<file path="src/verilog/hcb_pkg.sv">
// package: constants and types shared by the host bus bridge ends
// Functional notes
// - route cycles to DRAM or PCI by address
// - device drives address while other master owns
// - processor supplies eight active-low lane enables
// - processor strobe marks first clock of cycle
// - memory/IO qualifier low means I/O cycle
// - write/read input normally, driven during PCI cycles
// - processor drives data/code qualifier each cycle
// - burst ready asserted per valid data clock
// - hold request answered after current cycle ends
// - hold acknowledge held high whole hold period
// - processor flags snoop hit on modified line
// - address-20 mask inactive through reset
// - cache enable low only for cacheable cycles
// - processor cacheability indication gates L1 fill
// - inquire drives snoop address with strobe
// - next-address one-clock pulse; new cycle two later
// - active-high processor reset output
// - separate init output acts as soft reset
// - system-management interrupt output, active low
// - processor acknowledges system management, active low
// - stop-clock request output, active low
package hcb_pkg;
    localparam int ADDR_W = 29;             // address bits 31:3
    localparam int LANE_W = 8;
    localparam logic [28:0] DRAM_TOP_RESET = 29'h01FF_FFFF; // at or below this: DRAM (256 MB default)
    localparam int BURST_LEN = 4;            // beats of a burst
    localparam logic [2:0] BEAT_LAST = 3'h3;
    localparam logic [1:0] NA_GAP = 2'h2;    // clocks from next-address to new strobe
    typedef enum logic [1:0] {
        HCB_TGT_NONE,
        HCB_TGT_DRAM,
        HCB_TGT_PCI,
        HCB_TGT_IO
    } hcb_target_type;
endpackage

</file>
<file path="src/verilog/hcb_if.sv">
// interface: processor local bus between bridge and processor end
`timescale 1ns/100ps
`default_nettype none
interface hcb_if;
    logic [28:0] addr_cpu;        // address driven by processor
    logic        addr_cpu_oe;
    logic [28:0] addr_dev;        // address driven by bridge
    logic        addr_dev_oe;
    logic [7:0]  lane_en_n;
    logic        cycle_strobe_n;
    logic        mem_io;
    logic        wr_cpu;
    logic        wr_cpu_oe;
    logic        wr_dev;
    logic        wr_dev_oe;
    logic        data_code;
    logic        cache_ind_n;
    logic        burst_rdy_n;
    logic        next_cycle_ok_n;
    logic        l1_cacheable_n;
    logic        inquire_strobe_n;
    logic        snoop_hit_dirty_n;
    logic        bus_hold_req;
    logic        bus_hold_ack;
    logic        addr20_mask_n;
    logic        proc_reset;
    logic        proc_init;
    logic        sysmgmt_irq_n;
    logic        sysmgmt_active_n;
    logic        clock_stop_req_n;
    modport dev (
        input  addr_cpu, addr_cpu_oe, lane_en_n, cycle_strobe_n, mem_io, wr_cpu, wr_cpu_oe,
        input  data_code, cache_ind_n, snoop_hit_dirty_n, bus_hold_ack, sysmgmt_active_n,
        output addr_dev, addr_dev_oe, wr_dev, wr_dev_oe, burst_rdy_n, next_cycle_ok_n,
        output l1_cacheable_n, inquire_strobe_n, bus_hold_req, addr20_mask_n, proc_reset,
        output proc_init, sysmgmt_irq_n, clock_stop_req_n
    );
    modport cpu (
        output addr_cpu, addr_cpu_oe, lane_en_n, cycle_strobe_n, mem_io, wr_cpu, wr_cpu_oe,
        output data_code, cache_ind_n, snoop_hit_dirty_n, bus_hold_ack, sysmgmt_active_n,
        input  addr_dev, addr_dev_oe, wr_dev, wr_dev_oe, burst_rdy_n, next_cycle_ok_n,
        input  l1_cacheable_n, inquire_strobe_n, bus_hold_req, addr20_mask_n, proc_reset,
        input  proc_init, sysmgmt_irq_n, clock_stop_req_n
    );
endinterface
`default_nettype wire

</file>
<file path="src/verilog/hcb_bridge.sv">
// module: bridge end of the processor bus (decode, handshakes, hold, sideband)
`timescale 1ns/100ps
`default_nettype none
module hcb_bridge (
    input  wire logic                   CLK_IN,
    input  wire logic                   RST_N_IN,
    hcb_if.dev                          bus,
    input  wire logic [28:0]            DRAM_TOP_IN,
    input  wire logic                   PCI_REQ_IN,
    input  wire logic [28:0]            PCI_ADDR_IN,
    input  wire logic                   PCI_WRITE_IN,
    input  wire logic                   SNOOP_REQ_IN,
    input  wire logic [28:0]            SNOOP_ADDR_IN,
    input  wire logic                   A20_MASK_IN,
    input  wire logic                   PROC_RESET_IN,
    input  wire logic                   PROC_INIT_IN,
    input  wire logic                   SMI_EVENT_IN,
    input  wire logic                   STOP_CLOCK_IN,
    output logic                        CYCLE_VALID_OUT,
    output hcb_pkg::hcb_target_type     CYCLE_TARGET_OUT,
    output logic [28:0]                 CYCLE_ADDR_OUT,
    output logic                        CYCLE_WRITE_OUT,
    output logic                        CYCLE_CODE_OUT,
    output logic [7:0]                  CYCLE_LANES_OUT,
    output logic                        PCI_GRANT_OUT,
    output logic                        SNOOP_DIRTY_OUT,
    output logic                        SMM_ACTIVE_OUT
);
    import hcb_pkg::*;

    typedef enum {ST_IDLE, ST_BURST, ST_HOLD_WAIT, ST_HELD} hcb_state_type;

    // two-flop sync of processor pins
    logic [9:0] s1_reg, s2_reg;
    logic [28:0] a1_reg, a2_reg;
    logic [7:0] l1_reg, l2_reg;
    always_ff @(posedge CLK_IN or negedge RST_N_IN) begin
        if (!RST_N_IN) begin
            s1_reg <= 10'h3FF;
            s2_reg <= 10'h3FF;
            a1_reg <= 29'h0;
            a2_reg <= 29'h0;
            l1_reg <= 8'hFF;
            l2_reg <= 8'hFF;
        end else begin
            s1_reg <= {bus.cycle_strobe_n, bus.mem_io, bus.wr_cpu, bus.data_code,
                       bus.cache_ind_n, bus.snoop_hit_dirty_n, ~bus.bus_hold_ack,
                       bus.sysmgmt_active_n, 2'h3};
            s2_reg <= s1_reg;
            a1_reg <= bus.addr_cpu;
            a2_reg <= a1_reg;
            l1_reg <= bus.lane_en_n;
            l2_reg <= l1_reg;
        end
    end
    logic strobe_n, mem_cyc, wr_in, code_n, cache_n, hit_n, hold_ack, smm_n;
    assign strobe_n = s2_reg[9];
    assign mem_cyc  = s2_reg[8];
    assign wr_in    = s2_reg[7];
    assign code_n   = s2_reg[6];
    assign cache_n  = s2_reg[5];
    assign hit_n    = s2_reg[4];
    assign hold_ack = ~s2_reg[3];
    assign smm_n    = s2_reg[2];

    // range decode used for routing and cacheability
    function automatic hcb_target_type decode(input logic mem, input logic [28:0] a,
                                              input logic [28:0] top);
        if (!mem)
            decode = HCB_TGT_IO;
        else if (a <= top)
            decode = HCB_TGT_DRAM;
        else
            decode = HCB_TGT_PCI;
    endfunction

    hcb_state_type st_reg, st_next;
    logic [2:0] beat_reg, beat_next;
    logic vld_reg, vld_next, burst_rdy_n_reg, burst_rdy_n_next, na_reg, na_next, ken_reg, ken_next;
    logic hold_reg, hold_next, grant_reg, grant_next, inquire_strobe_n_reg, inquire_strobe_n_next;
    logic aoe_reg, aoe_next, woe_reg, woe_next, wr_reg, wr_next;
    logic [28:0] aout_reg, aout_next, caddr_reg, caddr_next;
    hcb_target_type tgt_reg, tgt_next;
    logic cwr_reg, cwr_next, ccode_reg, ccode_next, dirty_reg, dirty_next;
    logic [7:0] lanes_reg, lanes_next;

    // next-state logic of the bus engine
    always_comb begin
        st_next = st_reg;
        beat_next = beat_reg;
        vld_next = 1'b0;
        burst_rdy_n_next = 1'b1;
        na_next = 1'b1;
        ken_next = ken_reg;
        hold_next = hold_reg;
        grant_next = grant_reg;
        inquire_strobe_n_next = 1'b1;
        aoe_next = aoe_reg;
        woe_next = woe_reg;
        wr_next = wr_reg;
        aout_next = aout_reg;
        caddr_next = caddr_reg;
        tgt_next = tgt_reg;
        cwr_next = cwr_reg;
        ccode_next = ccode_reg;
        lanes_next = lanes_reg;
        dirty_next = ~hit_n; // snoop hit report
        case (st_reg)
            ST_IDLE: begin
                if (!strobe_n) begin
                    tgt_next = decode(mem_cyc, a2_reg, DRAM_TOP_IN);
                    caddr_next = a2_reg;
                    cwr_next = wr_in;
                    ccode_next = ~code_n;
                    lanes_next = l2_reg;
                    vld_next = 1'b1;
                    // cacheable only for DRAM reads; processor qualifier
                    ken_next = !(decode(mem_cyc, a2_reg, DRAM_TOP_IN) == HCB_TGT_DRAM
                                 && !wr_in && !cache_n);
                    beat_next = 3'h0;
                    st_next = ST_BURST;
                end else if ((PCI_REQ_IN || SNOOP_REQ_IN) && !hold_ack) begin
                    // request the bus, only once the last ack has gone
                    hold_next = 1'b1;
                    st_next = ST_HOLD_WAIT;
                end
            end
            ST_BURST: begin
                burst_rdy_n_next = 1'b0;
                beat_next = beat_reg + 3'h1;
                if (beat_reg == BEAT_LAST - 3'h2)
                    na_next = 1'b0;
                // last beat still carries ready, so a burst gives four beats
                if (beat_reg == BEAT_LAST) begin
                    ken_next = 1'b1;
                    st_next = ST_IDLE;
                end
            end
            ST_HOLD_WAIT: begin
                if (hold_ack) begin
                    st_next = ST_HELD;
                    if (SNOOP_REQ_IN) begin
                        aout_next = SNOOP_ADDR_IN;
                        aoe_next = 1'b1;
                        inquire_strobe_n_next = 1'b0;
                    end else begin
                        aout_next = PCI_ADDR_IN;
                        aoe_next = 1'b1;
                        wr_next = PCI_WRITE_IN;
                        woe_next = 1'b1;
                        grant_next = 1'b1;
                    end
                end
            end
            ST_HELD: begin
                if (grant_reg) begin
                    aout_next = PCI_ADDR_IN;
                    wr_next = PCI_WRITE_IN;
                end
                if (!PCI_REQ_IN && !SNOOP_REQ_IN) begin
                    hold_next = 1'b0;
                    grant_next = 1'b0;
                    aoe_next = 1'b0;
                    woe_next = 1'b0;
                    st_next = ST_IDLE;
                end
            end
            default: st_next = ST_IDLE;
        endcase
    end

    // register all on rising edge, idle in reset
    always_ff @(posedge CLK_IN or negedge RST_N_IN) begin
        if (!RST_N_IN) begin
            st_reg <= ST_IDLE;
            beat_reg <= 3'h0;
            vld_reg <= 1'b0;
            burst_rdy_n_reg <= 1'b1;
            na_reg <= 1'b1;
            ken_reg <= 1'b1;
            hold_reg <= 1'b0;
            grant_reg <= 1'b0;
            inquire_strobe_n_reg <= 1'b1;
            aoe_reg <= 1'b0;
            woe_reg <= 1'b0;
            wr_reg <= 1'b0;
            aout_reg <= 29'h0;
            caddr_reg <= 29'h0;
            tgt_reg <= HCB_TGT_NONE;
            cwr_reg <= 1'b0;
            ccode_reg <= 1'b0;
            lanes_reg <= 8'hFF;
            dirty_reg <= 1'b0;
        end else begin
            st_reg <= st_next;
            beat_reg <= beat_next;
            vld_reg <= vld_next;
            burst_rdy_n_reg <= burst_rdy_n_next;
            na_reg <= na_next;
            ken_reg <= ken_next;
            hold_reg <= hold_next;
            grant_reg <= grant_next;
            inquire_strobe_n_reg <= inquire_strobe_n_next;
            aoe_reg <= aoe_next;
            woe_reg <= woe_next;
            wr_reg <= wr_next;
            aout_reg <= aout_next;
            caddr_reg <= caddr_next;
            tgt_reg <= tgt_next;
            cwr_reg <= cwr_next;
            ccode_reg <= ccode_next;
            lanes_reg <= lanes_next;
            dirty_reg <= dirty_next;
        end
    end

    // sideband pins, registered
    logic a20_reg, rst_reg, init_reg, smi_reg, stp_reg, smm_reg;
    logic a20_next, rst_next, init_next, smi_next, stp_next, smm_next;
    always_comb begin
        a20_next = !(A20_MASK_IN && !PROC_RESET_IN);
        rst_next = PROC_RESET_IN;
        init_next = PROC_INIT_IN;
        smi_next = ~SMI_EVENT_IN;
        stp_next = ~STOP_CLOCK_IN;
        smm_next = ~smm_n;
    end
    always_ff @(posedge CLK_IN or negedge RST_N_IN) begin
        if (!RST_N_IN) begin
            a20_reg <= 1'b1;
            rst_reg <= 1'b0;
            init_reg <= 1'b0;
            smi_reg <= 1'b1;
            stp_reg <= 1'b1;
            smm_reg <= 1'b0;
        end else begin
            a20_reg <= a20_next;
            rst_reg <= rst_next;
            init_reg <= init_next;
            smi_reg <= smi_next;
            stp_reg <= stp_next;
            smm_reg <= smm_next;
        end
    end

    // pin and user outputs from flops
    assign bus.addr_dev = aout_reg;
    assign bus.addr_dev_oe = aoe_reg;
    assign bus.wr_dev = wr_reg;
    assign bus.wr_dev_oe = woe_reg;
    assign bus.burst_rdy_n = burst_rdy_n_reg;
    assign bus.next_cycle_ok_n = na_reg;
    assign bus.l1_cacheable_n = ken_reg;
    assign bus.inquire_strobe_n = inquire_strobe_n_reg;
    assign bus.bus_hold_req = hold_reg;
    assign bus.addr20_mask_n = a20_reg;
    assign bus.proc_reset = rst_reg;
    assign bus.proc_init = init_reg;
    assign bus.sysmgmt_irq_n = smi_reg;
    assign bus.clock_stop_req_n = stp_reg;
    assign CYCLE_VALID_OUT = vld_reg;
    assign CYCLE_TARGET_OUT = tgt_reg;
    assign CYCLE_ADDR_OUT = caddr_reg;
    assign CYCLE_WRITE_OUT = cwr_reg;
    assign CYCLE_CODE_OUT = ccode_reg;
    assign CYCLE_LANES_OUT = lanes_reg;
    assign PCI_GRANT_OUT = grant_reg;
    assign SNOOP_DIRTY_OUT = dirty_reg;
    assign SMM_ACTIVE_OUT = smm_reg;
endmodule
`default_nettype wire

</file>
<file path="src/flat_wrapper.sv">
// flat-port wrapper written by rule: the top's interface ports become plain ports
module hcb_bridge_flat import hcb_pkg::*;
  (CLK_IN, RST_N_IN, DRAM_TOP_IN, PCI_REQ_IN, PCI_ADDR_IN, PCI_WRITE_IN, SNOOP_REQ_IN, SNOOP_ADDR_IN, A20_MASK_IN, PROC_RESET_IN, PROC_INIT_IN, SMI_EVENT_IN, STOP_CLOCK_IN, CYCLE_VALID_OUT, CYCLE_TARGET_OUT, CYCLE_ADDR_OUT, CYCLE_WRITE_OUT, CYCLE_CODE_OUT, CYCLE_LANES_OUT, PCI_GRANT_OUT, SNOOP_DIRTY_OUT, SMM_ACTIVE_OUT, bus_addr_cpu, bus_addr_cpu_oe, bus_lane_en_n, bus_cycle_strobe_n, bus_mem_io, bus_wr_cpu, bus_wr_cpu_oe, bus_data_code, bus_cache_ind_n, bus_snoop_hit_dirty_n, bus_bus_hold_ack, bus_sysmgmt_active_n, bus_addr_dev, bus_addr_dev_oe, bus_wr_dev, bus_wr_dev_oe, bus_burst_rdy_n, bus_next_cycle_ok_n, bus_l1_cacheable_n, bus_inquire_strobe_n, bus_bus_hold_req, bus_addr20_mask_n, bus_proc_reset, bus_proc_init, bus_sysmgmt_irq_n, bus_clock_stop_req_n);
  hcb_if bus_i ();
  input  wire logic CLK_IN;
  input  wire logic RST_N_IN;
  input  wire logic [28:0] DRAM_TOP_IN;
  input  wire logic PCI_REQ_IN;
  input  wire logic [28:0] PCI_ADDR_IN;
  input  wire logic PCI_WRITE_IN;
  input  wire logic SNOOP_REQ_IN;
  input  wire logic [28:0] SNOOP_ADDR_IN;
  input  wire logic A20_MASK_IN;
  input  wire logic PROC_RESET_IN;
  input  wire logic PROC_INIT_IN;
  input  wire logic SMI_EVENT_IN;
  input  wire logic STOP_CLOCK_IN;
  output logic CYCLE_VALID_OUT;
  output hcb_pkg::hcb_target_type CYCLE_TARGET_OUT;
  output logic [28:0] CYCLE_ADDR_OUT;
  output logic CYCLE_WRITE_OUT;
  output logic CYCLE_CODE_OUT;
  output logic [7:0] CYCLE_LANES_OUT;
  output logic PCI_GRANT_OUT;
  output logic SNOOP_DIRTY_OUT;
  output logic SMM_ACTIVE_OUT;
  input wire logic [$bits(bus_i.addr_cpu)-1:0] bus_addr_cpu;
  input wire logic [$bits(bus_i.addr_cpu_oe)-1:0] bus_addr_cpu_oe;
  input wire logic [$bits(bus_i.lane_en_n)-1:0] bus_lane_en_n;
  input wire logic [$bits(bus_i.cycle_strobe_n)-1:0] bus_cycle_strobe_n;
  input wire logic [$bits(bus_i.mem_io)-1:0] bus_mem_io;
  input wire logic [$bits(bus_i.wr_cpu)-1:0] bus_wr_cpu;
  input wire logic [$bits(bus_i.wr_cpu_oe)-1:0] bus_wr_cpu_oe;
  input wire logic [$bits(bus_i.data_code)-1:0] bus_data_code;
  input wire logic [$bits(bus_i.cache_ind_n)-1:0] bus_cache_ind_n;
  input wire logic [$bits(bus_i.snoop_hit_dirty_n)-1:0] bus_snoop_hit_dirty_n;
  input wire logic [$bits(bus_i.bus_hold_ack)-1:0] bus_bus_hold_ack;
  input wire logic [$bits(bus_i.sysmgmt_active_n)-1:0] bus_sysmgmt_active_n;
  output wire logic [$bits(bus_i.addr_dev)-1:0] bus_addr_dev;
  output wire logic [$bits(bus_i.addr_dev_oe)-1:0] bus_addr_dev_oe;
  output wire logic [$bits(bus_i.wr_dev)-1:0] bus_wr_dev;
  output wire logic [$bits(bus_i.wr_dev_oe)-1:0] bus_wr_dev_oe;
  output wire logic [$bits(bus_i.burst_rdy_n)-1:0] bus_burst_rdy_n;
  output wire logic [$bits(bus_i.next_cycle_ok_n)-1:0] bus_next_cycle_ok_n;
  output wire logic [$bits(bus_i.l1_cacheable_n)-1:0] bus_l1_cacheable_n;
  output wire logic [$bits(bus_i.inquire_strobe_n)-1:0] bus_inquire_strobe_n;
  output wire logic [$bits(bus_i.bus_hold_req)-1:0] bus_bus_hold_req;
  output wire logic [$bits(bus_i.addr20_mask_n)-1:0] bus_addr20_mask_n;
  output wire logic [$bits(bus_i.proc_reset)-1:0] bus_proc_reset;
  output wire logic [$bits(bus_i.proc_init)-1:0] bus_proc_init;
  output wire logic [$bits(bus_i.sysmgmt_irq_n)-1:0] bus_sysmgmt_irq_n;
  output wire logic [$bits(bus_i.clock_stop_req_n)-1:0] bus_clock_stop_req_n;
  assign bus_i.addr_cpu = bus_addr_cpu;
  assign bus_i.addr_cpu_oe = bus_addr_cpu_oe;
  assign bus_i.lane_en_n = bus_lane_en_n;
  assign bus_i.cycle_strobe_n = bus_cycle_strobe_n;
  assign bus_i.mem_io = bus_mem_io;
  assign bus_i.wr_cpu = bus_wr_cpu;
  assign bus_i.wr_cpu_oe = bus_wr_cpu_oe;
  assign bus_i.data_code = bus_data_code;
  assign bus_i.cache_ind_n = bus_cache_ind_n;
  assign bus_i.snoop_hit_dirty_n = bus_snoop_hit_dirty_n;
  assign bus_i.bus_hold_ack = bus_bus_hold_ack;
  assign bus_i.sysmgmt_active_n = bus_sysmgmt_active_n;
  assign bus_addr_dev = bus_i.addr_dev;
  assign bus_addr_dev_oe = bus_i.addr_dev_oe;
  assign bus_wr_dev = bus_i.wr_dev;
  assign bus_wr_dev_oe = bus_i.wr_dev_oe;
  assign bus_burst_rdy_n = bus_i.burst_rdy_n;
  assign bus_next_cycle_ok_n = bus_i.next_cycle_ok_n;
  assign bus_l1_cacheable_n = bus_i.l1_cacheable_n;
  assign bus_inquire_strobe_n = bus_i.inquire_strobe_n;
  assign bus_bus_hold_req = bus_i.bus_hold_req;
  assign bus_addr20_mask_n = bus_i.addr20_mask_n;
  assign bus_proc_reset = bus_i.proc_reset;
  assign bus_proc_init = bus_i.proc_init;
  assign bus_sysmgmt_irq_n = bus_i.sysmgmt_irq_n;
  assign bus_clock_stop_req_n = bus_i.clock_stop_req_n;
  hcb_bridge u_core (.CLK_IN(CLK_IN), .RST_N_IN(RST_N_IN), .bus(bus_i), .DRAM_TOP_IN(DRAM_TOP_IN), .PCI_REQ_IN(PCI_REQ_IN), .PCI_ADDR_IN(PCI_ADDR_IN), .PCI_WRITE_IN(PCI_WRITE_IN), .SNOOP_REQ_IN(SNOOP_REQ_IN), .SNOOP_ADDR_IN(SNOOP_ADDR_IN), .A20_MASK_IN(A20_MASK_IN), .PROC_RESET_IN(PROC_RESET_IN), .PROC_INIT_IN(PROC_INIT_IN), .SMI_EVENT_IN(SMI_EVENT_IN), .STOP_CLOCK_IN(STOP_CLOCK_IN), .CYCLE_VALID_OUT(CYCLE_VALID_OUT), .CYCLE_TARGET_OUT(CYCLE_TARGET_OUT), .CYCLE_ADDR_OUT(CYCLE_ADDR_OUT), .CYCLE_WRITE_OUT(CYCLE_WRITE_OUT), .CYCLE_CODE_OUT(CYCLE_CODE_OUT), .CYCLE_LANES_OUT(CYCLE_LANES_OUT), .PCI_GRANT_OUT(PCI_GRANT_OUT), .SNOOP_DIRTY_OUT(SNOOP_DIRTY_OUT), .SMM_ACTIVE_OUT(SMM_ACTIVE_OUT));
endmodule
</file>
<file path="config.mk">
export PLATFORM = sky130hd
export DESIGN_NAME = hcb_bridge_flat
export DESIGN_NICKNAME = d
export VERILOG_FILES = /design/src/verilog/hcb_pkg.sv /design/src/verilog/hcb_if.sv /design/src/verilog/hcb_bridge.sv /design/src/flat_wrapper.sv
export SDC_FILE = /design/constraint.sdc
export NUM_CORES = 1
export LEC_CHECK = 0
export BUFFER_PORTS_ARGS = -buffer_cell sky130_fd_sc_hd__buf_4
export CELL_PAD_IN_SITES_DETAIL_PLACEMENT = 1
export CELL_PAD_IN_SITES_GLOBAL_PLACEMENT = 1
export CORE_MARGIN = 2
export CORE_UTILIZATION = 43
export CTS_BUF_LIST = sky130_fd_sc_hd__clkbuf_8
export CTS_CLUSTER_SIZE = 25
export DETAILED_ROUTE_END_ITERATION = 10
export PLACE_DENSITY = 0.88
export SETUP_SLACK_MARGIN = 0.5
export SLEW_MARGIN = 40
export SYNTH_ARGS = -nofsm -noshare
export SYNTH_HDL_FRONTEND = slang
export SYNTH_SLANG_ARGS = --single-unit
</file>
<file path="constraint.sdc">
create_clock -name CLK_IN -period 3.9 [get_ports CLK_IN]
set_clock_uncertainty 0.2 [all_clocks]
set_input_delay 0.195 -clock CLK_IN [delete_from_list [all_inputs] [get_ports CLK_IN]]
set_output_delay 0.195 -clock CLK_IN [all_outputs]
set_load 0.02 [all_outputs]
</file>
# [Word level (Yosys, flattened, before mapping)]
# Index checks and enable logic that the tools add are counted.
[totals] reg_bits=211 output_inout_bits=87 wordCells=120
[op_classes] n_addsub=1 order_cmp=1 eq_ne=15 mux=40 bitwise_logic=7 n_reduce_logical=26
[ops] op="2-to-1 mux 32 bit" count=5
[ops] op="case mux 32 bit (4 select lines)" count=1
[ops] op="2-to-1 mux 29 bit" count=3
[ops] op="equality test 32 x 2 -> 1 bit, second input constant" count=2
[ops] op="case mux 29 bit (2 select lines)" count=1
[ops] op="equality test 32 x 1 -> 1 bit, second input constant" count=1
[ops] op="logical NOT 32 bit" count=1
[ops] op="<= comparator 29 bit" count=1
[ops] op="2-to-1 mux 1 bit" count=19
[ops] op="AND reduction 4 bit" count=4
[ops] op="inequality test 2 x 1 -> 1 bit, second input constant" count=5
[ops] op="case mux 1 bit (2 select lines)" count=5
[ops] op="AND reduction 3 bit" count=3
[ops] op="2-to-1 mux 2 bit" count=4
[ops] op="logical NOT 1 bit" count=7
[ops] op="inverter 1 bit" count=7
[ops] op="inequality test 2 bit, second input constant" count=3
[ops] op="case mux 3 bit (2 select lines)" count=1
[ops] op="nonzero test 2 bit" count=3
[ops] op="logical AND 1 bit" count=5
[ops] op="AND reduction 2 bit" count=2
[ops] op="adder 3 x 1 -> 3 bit, second input constant" count=1
[ops] op="equality test 3 x 1 -> 1 bit, second input constant" count=1
[ops] op="equality test 3 x 2 -> 1 bit, second input constant" count=1
[ops] op="4 further kinds" count=4

# [Depth between registers and ports, before layout]
[logic_depth] depth_word=11 mapped_depth=7

# [Least setup slack after synthesis]
# No wires, ideal clock.
[synth_path] kind="reg-to-reg" startpoint="register u_core.a2_reg[27]" endpoint="register u_core.tgt_reg[0] (netlist: u_core.CYCLE_TARGET_OUT[0])" setup_time_ns=0.121 arrival_ns=1.718 slack_ns=1.861 stages_incl_launch_ff=7 path_buffers=0 synth_period_minus_slack_ns=2.039 cell_sequence="dfrtp_1 -> ha_1 -> nand4_2 -> or4_1 -> o211ai_2 -> o2111ai_1 -> o22a_1"
[synth_between] elab_chain_cells=3
[synth_rtl] element="from (decl)" line="hcb_bridge.sv:35" rtl="logic [28:0] a1_reg, a2_reg;"
[synth_rtl] element="from (signal assigned)" line="hcb_bridge.sv:51" rtl="a2_reg <= a1_reg;"
[synth_rtl] element="<= comparator 29 bit" line="hcb_bridge.sv:71" rtl="else if (a <= top)"
[synth_rtl] element="2-to-1 mux 2 bit" line="hcb_bridge.sv:71"
[synth_rtl] element="2-to-1 mux 2 bit" line="hcb_bridge.sv:69" rtl="if (!mem)"
[synth_rtl] element="to (signal assigned)" line="hcb_bridge.sv:209" rtl="tgt_reg <= tgt_next;"
[synth_rtl] element="to (decl)" line="hcb_bridge.sv:83" rtl="hcb_target_type tgt_reg, tgt_next;"
# Every way passes these cells.
# A chain may end at the register's enable or synchronous reset.

# [Worst setup path in the final report]
[layout_path] startpoint="register u_core.st_reg[1]" endpoint="register u_core.tgt_reg[0] (netlist: u_core.CYCLE_TARGET_OUT[0])"
[layout_between] elab_chain_cells=2
[layout_rtl] element="from (decl)" line="hcb_bridge.sv:77" rtl="hcb_state_type st_reg, st_next;"
[layout_rtl] element="from (signal assigned)" line="hcb_bridge.sv:195" rtl="st_reg <= st_next;"
[layout_rtl] element="logical NOT 32 bit" line="hcb_bridge.sv:108" rtl="case (st_reg)"
[layout_rtl] element="AND reduction 2 bit (no line)"
# Every way passes these cells.

==> results_dict.tcl <==
set metrics [dict create \
    first_global_vias 6731 \
    cts-root-buf "clkbuf_8" \
    clock-sinks 181 \
    wl_mm 24.4 \
    finalWorstSetupSlack_ns 1.14 \
    peakVddDrop_mv 0.361 \
    core_um2 15300 \
    firstDrtPassIters 7 \
    track_usage_pct 29.9 \
    synth_compound_area_share_pct 6.49 \
    hold_path.class "reg -> reg" \
    synth_seq_cells 181 \
    vias 5746 \
    maxCapViolations 0 \
    slew_headroom_pct 62.4 \
    crit_path_end_kind "flop" \
    grt_pass1_wl_mm 37.0 \
    die_w_um 130 \
    power_density_nw_per_um2 643 \
    ys.flop_type "dfrtp_1" \
    dp_hpwl_mm 13.7 \
    die-area_um2 16800 \
    start_util_pct 44.3 \
    cts_buffer_depth 2 \
    synthToLayoutAreaGrowth_pct 53.0 \
    syn_area_um2 6780 \
    drv_slew 0 \
    syn_avg_cell_area_um2 11.8 \
    h-tree-depth 4 \
    synth.mux.area_fraction_pct 4.61 \
    layout_commonest_cell "buf_4" \
    cp_slowest_stage_delay_ns 0.54 \
    antenna_left 0 \
    mostFrequentLayoutCells "buf_4 (230), nand2_1 (155), dfrtp_1 (134), dlygate4sd3_1 (115), dfstp_2 (47)" \
    drive_above_1_share_pct 34.7 \
    clk_pin_slew_ns 0.09 \
    dr.max_layer_used "met4" \
    gp_routability_congestion 0.795 \
    whs_ns 0.152 \
    finalNetCount 1097 \
    cts_tree "built" \
    fin_util_pct 67.7 \
    drt-vias-per-instance 5.01 \
    async_reset_ff_share_pct 100 \
    num_io_pins 231 \
    crit_fanout 47 \
    nFillCells 1585 \
    drc 0 \
    max_clock_freq_mhz 363 \
    critPathSlowestCell "dfrtp_1" \
    start_kind "flop" \
    wl_met3_mm 1.55 \
    tns_ns 0 \
    wirelength_met1_mm 9.18 \
    dp_slack_ns 1.26 \
    synth-xor-area-share_pct 0 \
    rows 45 \
    power_w 0.00667 \
    synth_edf_count 0 \
    first_iter_violations 309 \
    route.met2.wl_mm 13.0 \
    yosysSeqAreaShare_pct 67.7 \
    setup_viol 0 \
    worst_pin_slew_ns 0.564 \
    hold_viol 0 \
    synthCells 573 \
    wl_per_cell_um 21.3 \
    critical_path_class "reg -> reg" \
    period_share_pct 70.7 \
    synthesis.nets 749 \
    gr-total-overflow 0 \
    antenna_found_initial 1 \
    io_buffers 228 \
    leakage_nw 5.16 \
    critPathArrivalTime_ns 2.89 \
    run_status "finished, final reports clean" \
    post-route-min-period_ns 2.76 \
    rsz0062_at_grt "false" \
    chipHeight_um 130 \
    clk_latency_ns 0.46 \
    crit_chain "or3_2 -> buf_4 -> inv_2 -> o2111ai_1 -> o22a_1" \
    yosys.area_share.adder_pct 5.90 \
    grt_max_degree 106 \
    numCtsBuffers 17 \
    crit_required_ns 4.03 \
    ys_warn_count 0 \
    synth_top_family_by_area "simple AND/OR/NAND/NOR gates" \
    yosys.area_share.simple_pct 11.6 \
    synthDistinctLibCells 39 \
]
## stage by stage
stage,instances,area (um^2)
floorplan,573,6780
global placement,995,8720
detailed placement,997,8750
CTS,1143,10300
global route,1146,10400
finish,1146,10400
## power by group
| group | switching, W | total [W] | internal [W] |
|---|---|---|---|
| logic | 0.00148 | 0.00252 | 0.00103 |
| registers | 0.000348 | 0.00273 | 0.00238 |
| clock network | 0.000688 | 0.00142 | 0.000731 |
## synth_stat cells, types with 2 or more instances
master    instances  area share, %
ha_1             32            5.9
clkbuf_1          4           0.22
o21ai_0          40            3.0
buf_4             3           0.33
inv_1            39            2.2
nor4_1            2           0.18
nand4_1           6           0.55
nand2b_1          3           0.28
o21a_1            4           0.44
nand3_1           7           0.52
dfrtp_1         134             49
buf_2            11           0.81
dfstp_2          47             18
nor2b_1           3           0.28
nand2_1         155            8.6
o21ai_1           5           0.37
nor3_1            2           0.15
nor2_1            7           0.39
buf_1             3           0.17
mux2i_1          29            4.3
mux2_2            2           0.33
a21oi_1          18            1.3
## timing repair
| item | CTS | global route |
|---|---|---|
| buffers inserted | 0 | 0 |
| hold buffers | 114 | 1 |
| hold endpoints to repair | 168 | 24 |
| gates resized for setup | 0 | 0 |
## worst max-delay path: cells and delay by family, from the launching register on
family	cells	cell delay, ns
buffers and inverters	2	0.82
and+or+nand+nor	1	0.52
DFF	1	0.54
AOI/OAI and AO/OA	2	0.54
## layout make-up
type,count,area (um^2),share of cell area (%)
clock buffer,19,262,2.52
antenna,1,2.50,0.0241
inverter,40,150,1.45
tap,211,264,2.55
timing repair buffer,350,2970,28.6
multi-input combinational,331,1960,18.9
clock inverter,13,179,1.72
sequential,181,4590,44.2
## cells by family (layout without fill, tap and decap cells)
kind of cell    count (synthesis)  after routing
mux                            31             31
buf+inv                        61            422
fa+ha+maj                      32             32
simple gates                  190            190
other cells                     0              1
compound gates                 78             78
flops                         181            181
## metal layers
| layer | vias up | track usage (%) |
|---|---|---|
| met4 | 0 | 10.7 |
| met5 | - | 0 |
| met2 | 243 | 54.8 |
| met1 | 2892 | 33.1 |
| li1 | 2563 | - |
| met3 | 48 | 8.63 |
## worst paths after layout
| path | to | cells past startpoint | slack, ns | start |
|---|---|---|---|---|
| worst max-delay path | u_core.CYCLE_TARGET_OUT[0] | 5 | 1.14 | u_core.st_reg[1] |
| worst min-delay path | u_core.a2_reg[7] | 0 | 0.15 | u_core.a1_reg[7] |
| worst max register to register | u_core.CYCLE_TARGET_OUT[0] | 5 | 1.14 | u_core.st_reg[1] |
| worst min register to register | u_core.a2_reg[7] | 0 | 0.15 | u_core.a1_reg[7] |
| max in group asynchronous | u_core.CYCLE_LANES_OUT[6] | 5 | 1.87 | RST_N_IN |
| min in group asynchronous | u_core.CYCLE_ADDR_OUT[14] | 3 | 0.52 | RST_N_IN |
(Power assumes the default switching activity.)
